<file path="src/rtl/i2cst_pkg.sv">
package i2cst_pkg;
	// ----------------------------------------------------------------
	// Timing
	// ----------------------------------------------------------------
	localparam int HCLK_PERIOD_NS = 20;
	localparam int T_SU_STA_NS = 4700;
	localparam int T_HD_STA_NS = 4000;
	localparam int SU_CYCLES = (T_SU_STA_NS + HCLK_PERIOD_NS - 1) / HCLK_PERIOD_NS;
	localparam int HD_CYCLES = (T_HD_STA_NS + HCLK_PERIOD_NS - 1) / HCLK_PERIOD_NS;
	localparam int CNT_W = 16;
	// ----------------------------------------------------------------
	// Register map
	// ----------------------------------------------------------------
	localparam logic [7:0] OFS_CTRL = 8'h00;
	localparam logic [7:0] OFS_FLAG = 8'h04;
	localparam logic [7:0] OFS_STAT = 8'h08;
	localparam logic [7:0] OFS_MASK = 8'h0c;
	localparam logic [7:0] OFS_BUS = 8'h10;
	localparam int CTRL_ENABLE_BIT = 0;
	localparam int CTRL_START_BIT = 1;
	localparam int CTRL_RELEASE_BIT = 2;
	localparam int FLAG_RSV_DIS_BIT = 0;
	localparam int FLAG_START_FAIL_BIT = 7;
	localparam int EV_START_DONE = 0;
	localparam int EV_START_FAIL = 1;
	localparam int EV_ARB_LOST = 2;
	localparam int EV_STOP = 3;
	localparam int EV_START_SEEN = 4;
	localparam int NUM_EV = 5;
	localparam int BUS_BUSY_BIT = 0;
	localparam int BUS_MASTER_BIT = 1;
	localparam int BUS_PEND_BIT = 2;
	localparam int BUS_WAIT_BIT = 3;
	localparam logic [NUM_EV-1:0] EV_RST = 5'h00;
	localparam logic [NUM_EV-1:0] MASK_RST = 5'h00;
	// ----------------------------------------------------------------
	// Start sequencer states
	// ----------------------------------------------------------------
	typedef enum logic [2:0] {
		GEN_IDLE = 3'b000,
		GEN_RELEASE = 3'b001,
		GEN_SETUP = 3'b011,
		GEN_HOLD = 3'b010,
		GEN_OWN = 3'b110
	} i2cst_gen_state_t;
endpackage : i2cst_pkg

</file>
<file path="src/rtl/i2cst_gen_if.sv">
`timescale 1ns/1ps
interface i2cst_gen_if;
	logic launch;
	logic abort;
	logic handoff;
	logic scl_hi;
	logic sda_hi;
	logic other_start;
	logic busy;
	logic done;
	logic lost;
	logic sda_low;
	logic scl_low;
	modport ctrl(output launch, abort, handoff, scl_hi, sda_hi, other_start,
		input busy, done, lost, sda_low, scl_low);
	modport gen(input launch, abort, handoff, scl_hi, sda_hi, other_start,
		output busy, done, lost, sda_low, scl_low);
endinterface : i2cst_gen_if

</file>
<file path="src/rtl/i2cst_start_ctrl.sv">
// Register access over AHB-Lite and the register offsets are this design's own decisions.
`timescale 1ns/1ps
module i2cst_start_ctrl
	import i2cst_pkg::*;
#(
	parameter int SU_CNT = SU_CYCLES,
	parameter int HD_CNT = HD_CYCLES
) (
	input wire logic hclk,
	input wire logic hresetn,
	input wire logic ce,
	input wire logic hsel,
	input wire logic [31:0] haddr,
	input wire logic [1:0] htrans,
	input wire logic hwrite,
	input wire logic [2:0] hsize,
	input wire logic [31:0] hwdata,
	input wire logic hready,
	output logic hreadyout,
	output logic hresp,
	output logic [31:0] hrdata,
	input wire logic serial_clock_line_in,
	output logic serial_clock_line_out,
	output logic serial_clock_line_oe,
	input wire logic serial_data_line_in,
	output logic serial_data_line_out,
	output logic serial_data_line_oe,
	input wire logic master_wait,
	input wire logic arb_lost_in,
	input wire logic ctrl_takeover,
	output logic wait_release,
	output logic irq
);
	// Counts below one or beyond the counter width would wrap the sequencer
	if (SU_CNT < 1 || HD_CNT < 1 || SU_CNT >= 2**CNT_W || HD_CNT >= 2**CNT_W) begin : g_bad_cnt
		$error("i2cst_start_ctrl: setup and hold counts must fit the counter");
	end
	// ----------------------------------------------------------------
	// Line sampling and bus monitor
	// ----------------------------------------------------------------
	logic [1:0] line_level;
	logic [1:0] line_rise;
	logic [1:0] line_fall;
	logic scl_hi;
	logic sda_hi;
	logic start_seen;
	logic stop_seen;
	logic bus_busy_reg;

	i2cst_sync #(
		.WIDTH(2)
	) u_sync (
		.hclk(hclk),
		.hresetn(hresetn),
		.ce(ce),
		.async_in({serial_clock_line_in, serial_data_line_in}),
		.level(line_level),
		.rise(line_rise),
		.fall(line_fall)
	);

	assign scl_hi = line_level[1];
	assign sda_hi = line_level[0];
	assign start_seen = line_fall[0] & scl_hi;
	assign stop_seen = line_rise[0] & scl_hi;

	always_ff @(posedge hclk or negedge hresetn) begin
		if (!hresetn) begin
			bus_busy_reg <= 1'b0;
		end else if (ce) begin
			if (start_seen) bus_busy_reg <= 1'b1;
			else if (stop_seen) bus_busy_reg <= 1'b0;
		end
	end

	// ----------------------------------------------------------------
	// AHB-Lite slave
	// ----------------------------------------------------------------
	logic addr_take;
	logic wr_pend_reg;
	logic [7:0] wr_addr_reg;
	logic [31:0] hrdata_reg;
	logic [31:0] rd_word;
	logic wr_ctrl;
	logic wr_flag;
	logic wr_mask;
	logic rd_stat;

	logic enable_reg;
	logic trigger_reg;
	logic restart_reg;
	logic release_reg;
	logic resv_dis_reg;
	logic start_fail_reg;
	logic master_reg;
	logic wait_rel_reg;
	logic [NUM_EV-1:0] status_reg;
	logic [NUM_EV-1:0] mask_reg;
	logic [NUM_EV-1:0] events;
	logic sda_oe_reg;
	logic scl_oe_reg;

	// Stall while frozen so no transfer completes against halted registers
	assign hreadyout = ce;
	assign hresp = 1'b0;
	assign hrdata = hrdata_reg;
	assign addr_take = hsel & htrans[1] & hready & ce;
	assign wr_ctrl = wr_pend_reg && wr_addr_reg == OFS_CTRL && ce;
	assign wr_flag = wr_pend_reg && wr_addr_reg == OFS_FLAG && ce;
	assign wr_mask = wr_pend_reg && wr_addr_reg == OFS_MASK && ce;
	assign rd_stat = addr_take && !hwrite && haddr[7:0] == OFS_STAT && haddr[31:8] == 24'h000000;

	always_comb begin
		rd_word = 32'h00000000;
		if (haddr[31:8] == 24'h000000) begin
			case (haddr[7:0])
				OFS_CTRL: begin
					rd_word[CTRL_ENABLE_BIT] = enable_reg;
					// Trigger and release read back as zero
					rd_word[CTRL_START_BIT] = 1'b0;
				end
				OFS_FLAG: begin
					rd_word[FLAG_RSV_DIS_BIT] = resv_dis_reg;
					rd_word[FLAG_START_FAIL_BIT] = start_fail_reg;
				end
				OFS_STAT: rd_word[NUM_EV-1:0] = status_reg;
				OFS_MASK: rd_word[NUM_EV-1:0] = mask_reg;
				OFS_BUS: begin
					rd_word[BUS_BUSY_BIT] = bus_busy_reg;
					rd_word[BUS_MASTER_BIT] = master_reg;
					rd_word[BUS_PEND_BIT] = trigger_reg;
					rd_word[BUS_WAIT_BIT] = master_wait;
				end
				default: rd_word = 32'h00000000;
			endcase
		end
	end

	always_ff @(posedge hclk or negedge hresetn) begin
		if (!hresetn) begin
			wr_pend_reg <= 1'b0;
			wr_addr_reg <= 8'h00;
			hrdata_reg <= 32'h00000000;
		end else if (ce) begin
			if (hready) begin
				wr_pend_reg <= addr_take & hwrite & (haddr[31:8] == 24'h000000);
				wr_addr_reg <= haddr[7:0];
			end
			if (addr_take && !hwrite) hrdata_reg <= rd_word;
		end
	end

	// ----------------------------------------------------------------
	// Control and flag registers
	// ----------------------------------------------------------------
	logic en_eff;
	logic sw_start;
	logic sw_clear;
	logic rel_req;
	logic kill;
	logic accept_wait;
	logic accept_free;
	logic accept_resv;
	logic refuse;
	logic arb_lost;

	i2cst_gen_if gi ();

	assign en_eff = wr_ctrl ? hwdata[CTRL_ENABLE_BIT] : enable_reg;
	assign rel_req = wr_ctrl & hwdata[CTRL_RELEASE_BIT];
	assign sw_start = wr_ctrl & hwdata[CTRL_START_BIT] & en_eff & ~rel_req;
	assign sw_clear = wr_ctrl & ~hwdata[CTRL_START_BIT];
	assign arb_lost = gi.lost | (arb_lost_in & (trigger_reg | master_reg));
	assign kill = ~en_eff | release_reg | rel_req;
	assign accept_wait = sw_start & master_reg & master_wait;
	assign accept_free = sw_start & ~accept_wait & ~bus_busy_reg;
	assign accept_resv = sw_start & ~accept_wait & bus_busy_reg & ~resv_dis_reg;
	assign refuse = sw_start & ~accept_wait & bus_busy_reg & resv_dis_reg;

	always_ff @(posedge hclk or negedge hresetn) begin
		if (!hresetn) begin
			enable_reg <= 1'b0;
		end else if (ce) begin
			if (wr_ctrl) enable_reg <= hwdata[CTRL_ENABLE_BIT];
		end
	end

	always_ff @(posedge hclk or negedge hresetn) begin
		if (!hresetn) begin
			release_reg <= 1'b0;
		end else if (ce) begin
			// Release is a self-clearing one-cycle command
			release_reg <= rel_req & en_eff;
		end
	end

	always_ff @(posedge hclk or negedge hresetn) begin
		if (!hresetn) begin
			trigger_reg <= 1'b0;
		end else if (ce) begin
			if (kill || arb_lost || gi.done) begin
				trigger_reg <= 1'b0;
			end else if (accept_wait || accept_free || accept_resv) begin
				trigger_reg <= 1'b1;
			end else if (sw_clear) begin
				trigger_reg <= 1'b0;
			end
		end
	end

	// Remembers that the pending trigger came from the wait state
	always_ff @(posedge hclk or negedge hresetn) begin
		if (!hresetn) begin
			restart_reg <= 1'b0;
		end else if (ce) begin
			if (kill || arb_lost || gi.done || sw_clear) restart_reg <= 1'b0;
			else if (accept_wait || accept_free || accept_resv) restart_reg <= accept_wait;
		end
	end

	always_ff @(posedge hclk or negedge hresetn) begin
		if (!hresetn) begin
			resv_dis_reg <= 1'b0;
		end else if (ce) begin
			if (wr_flag) resv_dis_reg <= hwdata[FLAG_RSV_DIS_BIT];
		end
	end

	always_ff @(posedge hclk or negedge hresetn) begin
		if (!hresetn) begin
			start_fail_reg <= 1'b0;
		end else if (ce) begin
			// A refused start wins over any clear in the same cycle
			if (refuse) start_fail_reg <= 1'b1;
			else if (kill || accept_free || accept_resv || accept_wait) start_fail_reg <= 1'b0;
		end
	end

	always_ff @(posedge hclk or negedge hresetn) begin
		if (!hresetn) begin
			master_reg <= 1'b0;
		end else if (ce) begin
			if (gi.done) master_reg <= 1'b1;
			else if (kill || stop_seen || arb_lost) master_reg <= 1'b0;
		end
	end

	// One-cycle pulse asks the rest of the controller to let the wait go
	always_ff @(posedge hclk or negedge hresetn) begin
		if (!hresetn) begin
			wait_rel_reg <= 1'b0;
		end else if (ce) begin
			wait_rel_reg <= accept_wait & ~kill;
		end
	end

	assign wait_release = wait_rel_reg;

	// ----------------------------------------------------------------
	// Start sequencer
	// ----------------------------------------------------------------
	// Restart proceeds on a busy bus; a fresh start waits for bus free
	assign gi.launch = trigger_reg & ~gi.busy & enable_reg
		& (restart_reg | ~bus_busy_reg);
	assign gi.abort = kill | arb_lost_in;
	assign gi.handoff = ctrl_takeover | stop_seen;
	assign gi.scl_hi = scl_hi;
	assign gi.sda_hi = sda_hi;
	assign gi.other_start = start_seen;

	i2cst_start_gen #(
		.SU_CNT(SU_CNT),
		.HD_CNT(HD_CNT)
	) u_gen (
		.hclk(hclk),
		.hresetn(hresetn),
		.ce(ce),
		.g(gi)
	);

	// ----------------------------------------------------------------
	// Open-drain pins
	// ----------------------------------------------------------------
	// Drive only pulls low; a disabled controller leaves both lines floating
	always_ff @(posedge hclk or negedge hresetn) begin
		if (!hresetn) begin
			sda_oe_reg <= 1'b0;
		end else if (ce) begin
			sda_oe_reg <= gi.sda_low & ~kill;
		end
	end

	always_ff @(posedge hclk or negedge hresetn) begin
		if (!hresetn) begin
			scl_oe_reg <= 1'b0;
		end else if (ce) begin
			scl_oe_reg <= gi.scl_low & ~kill;
		end
	end

	assign serial_data_line_out = 1'b0;
	assign serial_clock_line_out = 1'b0;
	assign serial_data_line_oe = sda_oe_reg;
	assign serial_clock_line_oe = scl_oe_reg;

	// ----------------------------------------------------------------
	// Interrupt status
	// ----------------------------------------------------------------
	always_comb begin
		events = EV_RST;
		events[EV_START_DONE] = gi.done;
		events[EV_START_FAIL] = refuse;
		events[EV_ARB_LOST] = arb_lost;
		events[EV_STOP] = stop_seen;
		events[EV_START_SEEN] = start_seen;
	end

	always_ff @(posedge hclk or negedge hresetn) begin
		if (!hresetn) begin
			status_reg <= EV_RST;
		end else if (ce) begin
			// New events win over the clear-on-read
			status_reg <= (rd_stat ? EV_RST : status_reg) | events;
		end
	end

	always_ff @(posedge hclk or negedge hresetn) begin
		if (!hresetn) begin
			mask_reg <= MASK_RST;
		end else if (ce) begin
			if (wr_mask) mask_reg <= hwdata[NUM_EV-1:0];
		end
	end

	assign irq = |(status_reg & mask_reg);
endmodule : i2cst_start_ctrl

</file>
<file path="src/rtl/i2cst_start_gen.sv">
`timescale 1ns/1ps
module i2cst_start_gen
	import i2cst_pkg::*;
#(
	parameter int SU_CNT = SU_CYCLES,
	parameter int HD_CNT = HD_CYCLES
) (
	input wire logic hclk,
	input wire logic hresetn,
	input wire logic ce,
	i2cst_gen_if.gen g
);
	if (SU_CNT < 1 || HD_CNT < 1 || SU_CNT >= 2**CNT_W || HD_CNT >= 2**CNT_W) begin : g_bad
		$error("i2cst_start_gen: setup and hold counts must fit the counter");
	end
	localparam logic [CNT_W-1:0] SU_LAST = CNT_W'(SU_CNT - 1);
	localparam logic [CNT_W-1:0] HD_LAST = CNT_W'(HD_CNT - 1);

	i2cst_gen_state_t state_reg;
	logic [CNT_W-1:0] cnt_reg;
	logic done_reg;
	logic lost_reg;
	logic lines_hi;

	assign lines_hi = g.scl_hi & g.sda_hi;

	// ----------------------------------------------------------------
	// Sequencer: release, bus-free setup, data low, hold, clock low
	// ----------------------------------------------------------------
	always_ff @(posedge hclk or negedge hresetn) begin
		if (!hresetn) begin
			state_reg <= GEN_IDLE;
		end else if (ce) begin
			case (state_reg)
				GEN_IDLE: begin
					if (g.launch && !g.abort) state_reg <= GEN_RELEASE;
				end
				GEN_RELEASE: begin
					if (g.abort) state_reg <= GEN_IDLE;
					else if (lines_hi) state_reg <= GEN_SETUP;
				end
				GEN_SETUP: begin
					if (g.abort || g.other_start) state_reg <= GEN_IDLE;
					else if (!lines_hi) state_reg <= GEN_RELEASE;
					else if (cnt_reg == SU_LAST) state_reg <= GEN_HOLD;
				end
				GEN_HOLD: begin
					if (g.abort) state_reg <= GEN_IDLE;
					else if (cnt_reg == HD_LAST) state_reg <= GEN_OWN;
				end
				GEN_OWN: begin
					if (g.abort || g.handoff) state_reg <= GEN_IDLE;
				end
				default: state_reg <= GEN_IDLE;
			endcase
		end
	end

	always_ff @(posedge hclk or negedge hresetn) begin
		if (!hresetn) begin
			cnt_reg <= '0;
		end else if (ce) begin
			if (state_reg == GEN_SETUP && cnt_reg != SU_LAST && lines_hi) cnt_reg <= cnt_reg + 1'b1;
			else if (state_reg == GEN_HOLD && cnt_reg != HD_LAST) cnt_reg <= cnt_reg + 1'b1;
			else cnt_reg <= '0;
		end
	end

	always_ff @(posedge hclk or negedge hresetn) begin
		if (!hresetn) begin
			done_reg <= 1'b0;
			lost_reg <= 1'b0;
		end else if (ce) begin
			done_reg <= state_reg == GEN_HOLD && cnt_reg == HD_LAST && !g.abort;
			// Another master started while we waited for bus-free time
			lost_reg <= state_reg == GEN_SETUP && g.other_start && !g.abort;
		end
	end

	assign g.busy = state_reg != GEN_IDLE;
	assign g.done = done_reg;
	assign g.lost = lost_reg;
	assign g.sda_low = state_reg == GEN_HOLD || state_reg == GEN_OWN;
	assign g.scl_low = state_reg == GEN_OWN;
endmodule : i2cst_start_gen

</file>
<file path="src/rtl/i2cst_sync.sv">
`timescale 1ns/1ps
module i2cst_sync #(
	parameter int WIDTH = 2
) (
	input wire logic hclk,
	input wire logic hresetn,
	input wire logic ce,
	input wire logic [WIDTH-1:0] async_in,
	output logic [WIDTH-1:0] level,
	output logic [WIDTH-1:0] rise,
	output logic [WIDTH-1:0] fall
);
	if (WIDTH < 1) begin : g_bad_width
		$error("i2cst_sync: WIDTH must be at least 1");
	end
	// ----------------------------------------------------------------
	// Two-stage synchroniser with edge detect behind the second stage
	// ----------------------------------------------------------------
	for (genvar i = 0; i < WIDTH; i++) begin : g_bit
		logic meta_reg;
		logic stab_reg;
		logic prev_reg;
		// Idle bus lines are pulled high, so reset to high avoids a false edge
		always_ff @(posedge hclk or negedge hresetn) begin
			if (!hresetn) begin
				meta_reg <= 1'b1;
				stab_reg <= 1'b1;
				prev_reg <= 1'b1;
			end else if (ce) begin
				meta_reg <= async_in[i];
				stab_reg <= meta_reg;
				prev_reg <= stab_reg;
			end
		end
		assign level[i] = stab_reg;
		assign rise[i] = stab_reg & ~prev_reg;
		assign fall[i] = ~stab_reg & prev_reg;
	end
endmodule : i2cst_sync

</file>
<file path="config.mk">
export PLATFORM = sky130hd
export DESIGN_NAME = i2cst_start_ctrl
export DESIGN_NICKNAME = d
export VERILOG_FILES = /design/src/rtl/i2cst_pkg.sv /design/src/rtl/i2cst_gen_if.sv /design/src/rtl/i2cst_start_ctrl.sv /design/src/rtl/i2cst_start_gen.sv /design/src/rtl/i2cst_sync.sv
export SDC_FILE = /design/constraint.sdc
export NUM_CORES = 1
export LEC_CHECK = 0
export ABC_AREA = 1
export BUFFER_PORTS_ARGS = -buffer_cell sky130_fd_sc_hd__buf_4
export CAP_MARGIN = 5
export CORE_MARGIN = 3
export CORE_UTILIZATION = 55
export DETAILED_ROUTE_END_ITERATION = 8
export PLACE_DENSITY = 0.95
export REMOVE_ABC_BUFFERS = 1
export SETUP_SLACK_MARGIN = 0.5
export SYNTH_ARGS = -nofsm -noshare
export SYNTH_HDL_FRONTEND = slang
export SYNTH_SLANG_ARGS = --single-unit
</file>
<file path="constraint.sdc">
create_clock -name hclk -period 3.25 [get_ports hclk]
set_input_delay 0.65 -clock hclk [delete_from_list [all_inputs] [get_ports hclk]]
set_output_delay 0.65 -clock hclk [all_outputs]
set_load 0.01 [all_outputs]
</file>
* Word level (Yosys, flattened, before mapping)
Cells that the tools add are included.
** Word-level totals
- Bits in registers :: 88
- Bits in latches :: 0
- Bits in writable memories :: 0
- Bits in read-only memories :: 0
- Bits of input ports :: 80
- Output and inout port bits :: 40
- Logic and storage cells :: 178
- Memories kept :: 0
** Cells by class
- $add $sub $neg :: 1
- $mul :: 0
- Div/mod/pow operators :: 0
- Order comparisons :: 0
- Equality and inequality tests :: 19
- Shift-type cells :: 0
- Muxes and demuxes :: 31
- Bitwise gates (word level) :: 49
- Reduce and logical (&&, ||, !) cells :: 53
** Operators by type and width (count)
- $eq 16x8->1 const B :: 2
- $mux 16 :: 2
- $ne 16x8->1 const B :: 2
- $and 1x1->1 :: 30
- $mux 3 :: 9
- $eq 8x4->1 const B :: 3
- $logic_not 24->1 :: 1
- $reduce_and 2->1 :: 9
- $logic_and 1x1->1 :: 17
- $add 16x1->16 const B :: 1
- $eq 8x3->1 const B :: 2
- $logic_not 8->1 :: 2
- $pmux 3 s5 :: 1
- $logic_or 1x1->1 :: 13
- $mux 1 :: 13
- $not 1->1 :: 10
- $eq 8x5->1 const B :: 1
- $mux 8 :: 1
- $reduce_bool 2->1 :: 4
- $or 1x1->1 :: 7
- $eq 3x2->1 const B :: 2
- $ne 3x1->1 const B :: 2
- $pmux 2 s3 :: 1
- $reduce_and 6->1 :: 1
- 14 further kinds :: 17

* Depth between registers and ports, before layout
Gate-level depths: netlist of run 1.
- Word-level depth :: 16
- Depth in mapped cells :: 13
- Depth with buffers taken out :: 12

* Cells and area by module
A second synthesis of run 1 with hierarchy kept.
** Second synthesis, totals
- Cells, all modules :: 540
- Area, all modules :: 3803.6 µm²
** By module, submodules not included
- i2cst_start_ctrl :: times used 1, cells each 289, area an instance 2125.8 µm², seq. area each 900.9 µm²
- i2cst_start_gen :: times used 1, cells each 216, area an instance 1403.8 µm², seq. area each 525.5 µm²
- i2cst_sync :: times used 1, cells each 35, area an instance 274.0 µm², seq. area each 157.7 µm²

* Worst setup path after synthesis of run 1
No wires, ideal clock.
- Path type :: input port to flip-flop
- Start :: in ce
- End :: reg restart_reg
- Setup time :: 117 ps
- Arrival :: 1667 ps
- Data required time :: 3133 ps
- Slack :: 1466 ps
- Cell stages on the path :: 11
- Buffers on the path :: 1
- Path through :: buf_4 > nand2_2 > inv_2 > nand2_4 > nor2_8 > nand3_4 > nor3_2 > inv_1 > or2_1 > nand3_1 > nand2_1
** On the way
- Cells in the longest elaborated chain, start to end :: 13
- Elaborated cells on any way between the ends :: 27
- Those cells by class :: mux (3); bitwise (16); reduce/logical (8)
** Ends and longest elaborated chain
- start: declaration :: line i2cst_start_ctrl.sv:11 : input wire logic ce,
- $logic_and 1x1->1 :: line i2cst_start_ctrl.sv:108 : assign wr_ctrl = wr_pend_reg && wr_addr_reg == OFS_CTRL && ce;
- $and 1x1->1 (tied with other cells) :: line i2cst_start_ctrl.sv:171 : assign sw_start = wr_ctrl & hwdata[CTRL_START_BIT] & en_eff & ~rel_req;
- $and 1x1->1 or $not 1->1 (tied branches) :: line i2cst_start_ctrl.sv:171
- $and 1x1->1 :: line i2cst_start_ctrl.sv:171
- $and 1x1->1 (2 in a row) :: line i2cst_start_ctrl.sv:175 : assign accept_wait = sw_start & master_reg & master_wait;
- $not 1->1 :: line i2cst_start_ctrl.sv:176, i2cst_start_ctrl.sv:177
- $and 1x1->1 :: line i2cst_start_ctrl.sv:176, i2cst_start_ctrl.sv:177
- $and 1x1->1, on equally long branches :: line i2cst_start_ctrl.sv:177, i2cst_start_ctrl.sv:176
- $and 1x1->1 or $logic_or 1x1->1 (tied branches) :: line i2cst_start_ctrl.sv:177, i2cst_start_ctrl.sv:217
- $logic_or 1x1->1 :: line i2cst_start_ctrl.sv:217 : else if (accept_wait || accept_free || accept_resv) restart_reg <= accept_wait;
- $reduce_bool 2->1 (no source line)
- $reduce_and 2->1 (no source line)
- end signal: assignment :: line i2cst_start_ctrl.sv:217
- end: declaration :: line i2cst_start_ctrl.sv:91 : logic restart_reg;
Parallel ways exist; a longest one is shown, timed or not. The select of a mux whose other input is x is not followed.
A chain may end at the register's enable or synchronous reset.

* Worst setup path after layout of run 1
- Start :: in ce
- End :: reg status_reg[0]
** On the way
- Cells in the longest elaborated chain, start to end :: 6
** Ends and longest elaborated chain
- $and 1x1->1 :: line i2cst_start_ctrl.sv:107 : assign addr_take = hsel & htrans[1] & hready & ce;
- $logic_and 1x1->1 (3 in a row) :: line i2cst_start_ctrl.sv:111 : assign rd_stat = addr_take && !hwrite && haddr[7:0] == OFS_STAT && haddr[31:8] == 24'h000000;
- $mux 5 :: line i2cst_start_ctrl.sv:323 : status_reg <= (rd_stat ? EV_RST : status_reg) | events;
- $or 5x5->5 :: line i2cst_start_ctrl.sv:323
- end signal: assignment :: line i2cst_start_ctrl.sv:323
- end: declaration :: line i2cst_start_ctrl.sv:97 : logic [NUM_EV-1:0] status_reg;
Parallel ways exist; a longest one is shown, timed or not.

==> results.json, run 1 <==
{
  "fill_cells": 466,
  "muxShareOfSynthArea": 0,
  "clock_path_buffers": 2,
  "cp.arrival_ns": 2.31,
  "switching_power_mw": 0.437,
  "setup.worst_path.start_class": "primary input",
  "maxSlewViolCount": 0,
  "internal-power_mw": 1.47,
  "fin_ws_ns": 1.15,
  "grt_pass1_vias": 3146,
  "r2r_start": "u_gen.cnt_reg[1]",
  "worst_pin_slew_ns": 0.770,
  "dp_hpwl_um": 6030,
  "ir_drop_mv": 0.336,
  "clock_sinks": 62,
  "synth_ff_type": "dfrtp_1",
  "grt_start_max_net_pins": 63,
  "p_total_mw": 1.91,
  "drt_iter0_drc": 261,
  "cts_tree": "built",
  "clkTransAtPathRegs_ns": 0.07,
  "synth_fa_ha_area_frac": 0.00692,
  "track_usage": 0.235,
  "hold_violations": 0,
  "cap_violations": 0,
  "skew_ns": 0.00925,
  "nets": 622,
  "post-route-min-period_ns": 2.10,
  "synth_area_leaders": "dfrtp_1 39%, nand2_1 10%, inv_1 6.9%",
  "setup_viol": 0,
  "p_clk_frac": 0.482,
  "syn-cell-area_um2": 3620,
  "async_reset_ff_frac": 1.00,
  "antenna_cells": 0,
  "stdcell_area_um2": 4280,
  "yosys.area_share.simple": 0.303,
  "regToRegEndpoint": "u_gen.cnt_reg[8]",
  "drtAntennaViolNets": 0,
  "die_h_um": 87.1,
  "comb_power_share": 0.088,
  "avgSynthCellArea_um2": 7.56,
  "postPlaceCellArea_um2": 4010,
  "synth_commonest_cells": "96 x nand2_1, 66 x inv_1, 62 x nor2_1",
  "ys_warn_count": 0,
  "vias_per_cell": 5.29,
  "overflow": 0,
  "synth_edf_count": 0,
  "htree_num_levels": 3,
  "synth_cells": 478,
  "p_leak_nw": 2.20,
  "dp.cells": 604,
  "die_w_um": 87.1,
  "wl_um": 8330,
  "reg2reg_depth": 10,
  "drcViolationCount": 0,
  "fin_util": 0.697,
  "p_per_area_nw_per_um2": 446,
  "synth_top_family_by_area": "simple AND/OR/NAND/NOR gates",
  "max_slew_margin": 0.487,
  "startpoint": "ce",
  "required_ns": 3.46,
  "yosys.area.top_type": "dfrtp_1",
  "hold_class": "in -> async",
  "synth.distinct_cells": 43,
  "start_util": 0.590,
  "largest_register_ffs": 16,
  "io_buffer_count": 59,
  "ys_ff_latch": 62,
  "rsz0062_at_grt": "false",
  "yosysSeqAreaShare": 0.431,
  "fin_tns_setup_ns": 0,
  "io_pins": 120,
  "final_cells": 620,
  "rows": 28,
  "seqPwrFrac": 0.430,
  "dr.pass1.iters": 5,
  "p_sw_frac": 0.229,
  "clock-root-buffer": "clkbuf_8",
  "vias": 3282,
  "drive_gt1_frac": 0.183,
  "postCtsSetupBuffers": 0,
  "post_cts_resized": 0,
  "path_max_fanout": 28,
  "synth_top_area_frac": 0.394,
  "ff2ff_setup_slack_ns": 1.47,
  "timing.hold.ws_ns": 0.374,
  "cts_buffers": 9,
  "synthMostInstantiatedCell": "nand2_1",
  "max_freq_ghz": 0.477,
  "outcome": "finished clean",
  "clk_latency_ns": 0.36,
  "routedWlPerCell_um": 13.4,
  "place_congestion": 0.849,
  "finalCritPeriodShare": 0.645,
  "synth_compound_area_frac": 0.107,
  "critPathCaptureType": "flip-flop",
  "area_growth_pct": 18.2,
  "path_class": "in -> reg",
  "fp.coreArea_um2": 6130,
  "post-place-ws_ns": 0.880,
  "synth_xor_area_frac": 0.00969,
  "cts_hold_buf": 0,
  "grt_pass1_wl_um": 13900,
  "grt_antenna_before_repair": 0,
  "die_area_um2": 7580
}
==> how the worst max path moves through the flow <==
stage,slack [ns],endpoint,cells past startpoint
floorplan,1.53,status_reg[0],9
global placement,0.90,status_reg[0],10
detailed placement,0.88,status_reg[0],10
CTS,1.19,status_reg[0],10
global route,1.02,status_reg[3],10
finish,1.15,status_reg[0],10
==> cells by family after synthesis <==
group	count (synthesis)
AO/OA/AOI/OAI	65
buffers and inverters	105
XOR/XNOR	4
flip-flops	62
AND/OR/NAND/NOR	239
other	1
adder cells (fa/ha/maj)	2
==> per-layer routing <==
layer | up-vias | share of wire | global-route usage | routed length, µm
li1 | 1603 | - | - | -
met1 | 1528 | 0.40 | 0.284 | 3350
met2 | 134 | 0.50 | 0.393 | 4170
met3 | 17 | 0.071 | 0.0577 | 595
met4 | 0 | 0.025 | 0.110 | 212
met5 | - | 0 | 0 | 0
==> critical path, cell delays in order <==
cell and delay, ns:
buf_4 0.28, nand2_1 0.33, inv_2 0.19, nand3_1 0.08, nor2_1 0.13, nand4_1 0.16, inv_1 0.14, nand3_1 0.10
inv_1 0.13, o22ai_1 0.08
==> layout by cell type, fill, tap and decap left out, types with 10 or more instances in the layout <==
cell      Yosys  layout
nand2_1      96      96
inv_1        66      66
nor2_1       62      62
buf_4        31      59
dfrtp_1      57      57
nand3_1      37      37
conb_1        1      29
o21ai_0      28      28
a21oi_1      12      12
nor3_1       12      12
nand4_1      10      10
clkbuf_8      0      10
==> power groups by stage <==
stage | Clock (mW) | Combinational (mW) | Sequential [mW]
2_1_floorplan | 0 | 0.0789 | 0.829
4_1_cts | 0.919 | 0.167 | 0.820
6_report | 0.919 | 0.167 | 0.820
3_5_place_dp | 0 | 0.165 | 0.834
3_3_place_gp | 0 | 0.159 | 0.831
5_1_grt | 0.962 | 0.189 | 0.823
==> cell type report <==
cell class                      instances  area, µm²  share of cell area
Timing Repair Buffer                   59        443               0.104
Clock inverter                          6        133              0.0310
Sequential cell                        62       1560               0.364
Tap cell                               75       93.8              0.0219
Multi-Input combinational cell        339       1650               0.386
Inverter                               69        259              0.0606
Clock buffer                           10        138              0.0322
(Power assumes the default switching activity.)
==> inputs of run 2 (changes only) <==
--- a/config.mk
+++ b/config.mk
@@ -5,13 +5,13 @@
 export SDC_FILE = /design/constraint.sdc
 export NUM_CORES = 1
 export LEC_CHECK = 0
-export ABC_AREA = 1
+export ABC_AREA = 0
 export BUFFER_PORTS_ARGS = -buffer_cell sky130_fd_sc_hd__buf_4
 export CAP_MARGIN = 5
 export CORE_MARGIN = 3
-export CORE_UTILIZATION = 55
+export CORE_UTILIZATION = 50
 export DETAILED_ROUTE_END_ITERATION = 8
-export PLACE_DENSITY = 0.95
+export PLACE_DENSITY = 0.92
 export REMOVE_ABC_BUFFERS = 1
 export SETUP_SLACK_MARGIN = 0.5
 export SYNTH_ARGS = -nofsm -noshare
==> constraint.sdc (replaced) <==
create_clock -name hclk -period 2 [get_ports hclk]
set_input_delay 0.4 -clock hclk [delete_from_list [all_inputs] [get_ports hclk]]
set_output_delay 0.4 -clock hclk [all_outputs]
set_load 0.01 [all_outputs]
==> run 2 against run 1 <==
Net effect: wire length is 9.2% higher; area after synthesis decreased by 4.5%; via count decreased by 8.8%; non-clock buffer count rose by 37; combinational power up 93%; sequential power rose by 66%; first-iteration DRC count fell by 36%; critical endpoint is now restart_reg; largest power group is now registers; highest routed layer unchanged.
==> results.json, run 2 <==
{
  "max_slew_margin": 0.491,
  "synth_area_leaders": "dfrtp_1 41%, mux2_2 7.5%, buf_4 6.5%",
  "drcViolationCount": 0,
  "place_congestion": 0.860,
  "area_growth_pct": 32.2,
  "maxSlewViolCount": 0,
  "nets": 506,
  "largest_register_ffs": 16,
  "yosysSeqAreaShare": 0.451,
  "dr.pass1.iters": 4,
  "muxShareOfSynthArea": 0.0866,
  "hold_violations": 0,
  "synth_fa_ha_area_frac": 0.00725,
  "layout_commonest_cell": "buf_4",
  "fp.coreArea_um2": 6530,
  "outcome": "finished clean",
  "fin_ws_ns": 0.0473,
  "required_ns": 2.27,
  "clkTransAtPathRegs_ns": 0.07,
  "synth_top_area_frac": 0.413,
  "antenna_cells": 0,
  "final_cell_mix": "85 x buf_4, 56 x dfrtp_1, 29 x conb_1",
  "die_w_um": 89.1,
  "grt_pass1_wl_um": 13500,
  "p_leak_nw": 2.04,
  "worst_pin_slew_ns": 0.764,
  "drive_gt1_frac": 0.431,
  "cap_violations": 0,
  "async_reset_ff_frac": 1.00,
  "critPathCaptureType": "flip-flop",
  "skew_ns": 0.0136,
  "regToRegEndpoint": "restart_reg",
  "synth_edf_count": 0,
  "vias": 2994,
  "stdcell_area_um2": 4560,
  "yosys.area_share.simple": 0.212,
  "drt_iter0_drc": 168,
  "cts_buffers": 9,
  "setup.worst_path.start_class": "flip-flop",
  "clk_latency_ns": 0.35,
  "dp_hpwl_um": 5940,
  "rsz0062_at_grt": "true",
  "path_class": "reg -> reg",
  "start_util": 0.529,
  "clock_path_buffers": 2,
  "finalCritPeriodShare": 0.976,
  "reg2reg_depth": 5,
  "cts_hold_buf": 0,
  "cp.arrival_ns": 2.22,
  "grt_antenna_before_repair": 0,
  "setup_viol": 0,
  "vias_per_cell": 5.92,
  "synthMostInstantiatedCell": "dfrtp_1",
  "htree_num_levels": 3,
  "yosys.area.top_type": "dfrtp_1",
  "synth.distinct_cells": 65,
  "die_h_um": 89.1,
  "wl_um": 9090,
  "postPlaceCellArea_um2": 3950,
  "synth_compound_area_frac": 0.138,
  "synth_ff_type": "dfrtp_1",
  "io_pins": 120,
  "clock-root-buffer": "clkbuf_8",
  "ir_drop_mv": 0.542,
  "clock_sinks": 62,
  "grt_start_max_net_pins": 63,
  "synth_xor_area_frac": 0.0228,
  "synth_commonest_cells": "57 x dfrtp_1, 30 x buf_4, 26 x nand2_1",
  "max_freq_ghz": 0.512,
  "routedWlPerCell_um": 18.0,
  "path_max_fanout": 5,
  "synth_top_family_by_area": "simple AND/OR/NAND/NOR gates",
  "io_buffer_count": 59,
  "avgSynthCellArea_um2": 10.5,
  "ff2ff_setup_slack_ns": 0.05,
  "track_usage": 0.224,
  "synth_cells": 328,
  "rows": 29,
  "fin_tns_setup_ns": 0,
  "ys_warn_count": 0,
  "die_area_um2": 7940,
  "cts_tree": "built",
  "hold_class": "in -> async",
  "p_total_mw": 2.68,
  "drtAntennaViolNets": 0,
  "r2r_start": "wr_addr_reg[1]",
  "post-place-ws_ns": -0.0604,
  "grt_pass1_vias": 2843,
  "syn-cell-area_um2": 3450,
  "fin_util": 0.699,
  "startpoint": "wr_addr_reg[1]",
  "ys_ff_latch": 62,
  "overflow": 0,
  "post-route-min-period_ns": 1.95,
  "p_per_area_nw_per_um2": 586
}
## run 2: changes by cell type after synthesis, moves of 6 or more
cell	delta
a21oi_1	-9
a22o_1	+8
a22oi_1	+6
and3_1	+6
inv_1	-61
mux2_2	+23
nand2_1	-70
nand3_1	-26
nor2_1	-37
nor2b_1	+6
nor3_1	-6
nor4_1	+6
o21ai_0	-18
o22ai_1	-8
## run 2: area by class of cell
type,instances,area (µm²)
well taps,77,96.3
multi-input cells,250,1950
repair buffers,96,771
flip-flops and latches,62,1560
clock inverters,2,10.0
fillers,435,1970
inverters,5,18.8
clock buffers,14,163
## run 2: kinds of logic after synthesis
logic type	count (synthesis)
buf+inv	44
other cells	1
compound gates	61
xor+xnor	9
simple gates	122
fa+ha+maj	2
flops	62
mux	27
## run 2: what timing repair did
action | in CTS | in global routing
setup buffers | 15 | 8
gates resized for setup | 36 | 24
gates cloned | 0 | 1
endpoints found under the setup margin | 43 | 46
pin swaps | 35 | 17
## run 2: critical path, stage by stage, from the launching register on
cell and delay [ns]:
dfrtp_1 0.41, nor4_4 0.40, nand3_4 0.18, mux2i_4 0.25, or4_1 0.45, a21boi_1 0.18
## run 2: stage by stage
step           instances  hold WS [ns]
2_1_floorplan        317         0.104
3_3_place_gp         466         0.465
3_5_place_dp         466         0.476
4_1_cts              497         0.146
5_1_grt              506         0.173
6_report             506         0.123
## run 2: how the worst max path moves through the flow
stage               depth (start not counted)  slack (ns)            endpoint
floorplan                                   6       -0.12  u_gen.state_reg[2]
global placement                            6       -0.03         trigger_reg
detailed placement                          6       -0.06    u_gen.cnt_reg[0]
CTS                                         5        0.13         restart_reg
global route                                6       -0.03    u_gen.cnt_reg[0]
finish                                      5        0.05         restart_reg
## run 2: report_power, final
part | total (mW) | switching, mW | internal [mW]
clock network | 0.989 | 0.474 | 0.515
registers | 1.36 | 0.0489 | 1.31
logic | 0.323 | 0.168 | 0.155
total | 2.68 | 0.691 | 1.98
## run 2: per-layer routing
metal / vias to the layer above / share of wire / global-route usage
met3: 26 / 0.081 / 0.0737
met1: 1476 / 0.38 / 0.259
met2: 133 / 0.52 / 0.387
met5: - / 0 / 0
li1: 1359 / - / -
met4: 0 / 0.025 / 0.0839
==> inputs of run 3 (changes only) <==
--- a/config.mk
+++ b/config.mk
@@ -8,10 +8,11 @@
 export ABC_AREA = 0
 export BUFFER_PORTS_ARGS = -buffer_cell sky130_fd_sc_hd__buf_4
 export CAP_MARGIN = 5
+export CORE_ASPECT_RATIO = 1.2
 export CORE_MARGIN = 3
 export CORE_UTILIZATION = 50
 export DETAILED_ROUTE_END_ITERATION = 8
-export PLACE_DENSITY = 0.92
+export PLACE_DENSITY = 0.87
 export REMOVE_ABC_BUFFERS = 1
 export SETUP_SLACK_MARGIN = 0.5
 export SYNTH_ARGS = -nofsm -noshare
==> run 3 against run 2 <==
Net effect: hold slack gained 0.0036 ns; combinational power grew 2%; via count shrank 2.3%; non-clock buffer count grew 2; wire length shrank 1.2%; register-to-register slack is essentially flat; global-route usage shrank 0.42 points; fmax grew 0.20%; final area grew 1.6%; core utilization grew 0.77 points.
==> results.json, run 3 (synthesized netlist as in run 2, its figures left out) <==
{
  "outcome": "finished clean",
  "die_h_um": 97.0,
  "p_total_mw": 3.06,
  "switching_power_mw": 0.724,
  "skew_ns": 0.00928,
  "path_max_fanout": 5,
  "layout_commonest_cell": "buf_4",
  "routedWlPerCell_um": 17.4,
  "comb_power_share": 0.108,
  "stdcell_area_um2": 4640,
  "required_ns": 2.28,
  "rows": 32,
  "internal-power_mw": 2.33,
  "seqPwrFrac": 0.447,
  "hold_class": "in -> async",
  "clock-root-buffer": "clkbuf_8",
  "largest_register_ffs": 16,
  "antenna_cells": 0,
  "max_slew_margin": 0.481,
  "vias_per_cell": 5.67,
  "htree_num_levels": 3,
  "drcViolationCount": 0,
  "path_class": "reg -> reg",
  "dp.cells": 479,
  "maxSlewViolCount": 0,
  "postPlaceCellArea_um2": 3980,
  "place_congestion": 0.861,
  "dp_hpwl_um": 5800,
  "fin_ws_ns": 0.0512,
  "p_clk_frac": 0.445,
  "overflow": 0,
  "vias": 2925,
  "grt_pass1_vias": 2883,
  "grt_start_max_net_pins": 63,
  "rsz0062_at_grt": "true",
  "io_pins": 120,
  "cts_buffers": 9,
  "drt_iter0_drc": 134,
  "setup_viol": 0,
  "p_per_area_nw_per_um2": 659,
  "final_cell_mix": "88 x buf_4, 56 x dfrtp_1, 29 x conb_1",
  "cts_tree": "built",
  "fp.coreArea_um2": 6570,
  "clock_path_buffers": 2,
  "grt_antenna_before_repair": 0,
  "io_buffer_count": 59,
  "drive_gt1_frac": 0.439,
  "critPathCaptureType": "flip-flop",
  "start_util": 0.526,
  "wl_um": 8990,
  "setup.worst_path.start_class": "flip-flop",
  "final_cells": 516,
  "clock_sinks": 62,
  "p_leak_nw": 2.09,
  "ir_drop_mv": 0.686,
  "track_usage": 0.220,
  "area_growth_pct": 34.3,
  "p_sw_frac": 0.237,
  "fin_tns_setup_ns": 0,
  "clk_latency_ns": 0.35,
  "die_area_um2": 7940,
  "clkTransAtPathRegs_ns": 0.07,
  "post-route-min-period_ns": 1.95,
  "max_freq_ghz": 0.513,
  "cts_hold_buf": 0,
  "worst_pin_slew_ns": 0.779,
  "post-place-ws_ns": -0.0966,
  "hold_violations": 0,
  "cap_violations": 0,
  "dr.pass1.iters": 4,
  "grt_pass1_wl_um": 13400,
  "cp.arrival_ns": 2.22,
  "finalCritPeriodShare": 0.974,
  "die_w_um": 81.9,
  "drtAntennaViolNets": 0,
  "nets": 508,
  "ff2ff_setup_slack_ns": 0.05
}
run 3: cell types whose count changed in the layout (fill, tap and decap cells not counted), sizes merged:
cell | previous run | this run
clkbuf | 14 | 10
bufinv | 0 | 3
buf | 96 | 98
clkinv | 2 | 3
clkinvlp | 0 | 1
inv | 5 | 4
run 3: path summary, 6_finish.rpt:
kind                                start               end  depth (start not counted)
hold / removal                    hresetn      wait_release                          1
max in group asynchronous         hresetn  u_gen.cnt_reg[8]                          1
setup reg to reg           wr_addr_reg[1]       restart_reg                          6
setup / recovery           wr_addr_reg[1]       restart_reg                          6
min in group hclk                haddr[5]    wr_addr_reg[5]                          2
hold reg to reg                 hrdata[3]         hrdata[3]                          2
run 3: layer usage:
| metal | global-route usage | vias to the layer above | routed length (µm) |
|---|---|---|---|
| met2 | 0.380 | 104 | 4750 |
| met3 | 0.0447 | 22 | 603 |
| met4 | 0.101 | 0 | 233 |
| met5 | 0 | - | 0 |
| li1 | - | 1360 | - |
| met1 | 0.255 | 1439 | 3400 |
run 3: critical path: stages (launching register included):
cell and delay, ns:
dfrtp_1 0.41, nor4_4 0.33, buf_4 0.18, nand3_4 0.12, mux2i_4 0.24, o31ai_1 0.39
a21boi_1 0.21
run 3: power by group through the flow:
stage	sequential [mW]	combinational (mW)	clock, mW
2_1_floorplan	1.37	0.122	0
5_1_grt	1.37	0.360	1.43
4_1_cts	1.36	0.312	1.37
3_5_place_dp	1.38	0.289	0
6_report	1.37	0.330	1.36
3_3_place_gp	1.38	0.282	0
run 3: timing repair:
action                                  in CTS  in global routing
setup buffers                               16                  4
gates resized for setup                     38                 21
pin swaps                                   31                 14
endpoints found under the setup margin      45                 48
gates cloned                                 0                  1
run 3: layout make-up:
| cell class | instances | area [µm²] |
|---|---|---|
| multi-input combinational | 250 | 1930 |
| fill | 472 | 1930 |
| sequential | 62 | 1560 |
| timing repair buffer | 98 | 773 |
| clock buffer | 10 | 138 |
| clock inverter | 6 | 109 |
| tap | 85 | 106 |
| inverter | 5 | 22.5 |
run 3: metrics by stage:
| step | util | hold WS [ns] |
|---|---|---|
| 3_3_place_gp | 0.606 | 0.465 |
| 5_1_grt | 0.707 | 0.180 |
| 2_1_floorplan | - | 0.104 |
| 4_1_cts | 0.688 | 0.154 |
| 6_report | 0.707 | 0.127 |
| 3_5_place_dp | 0.606 | 0.469 |
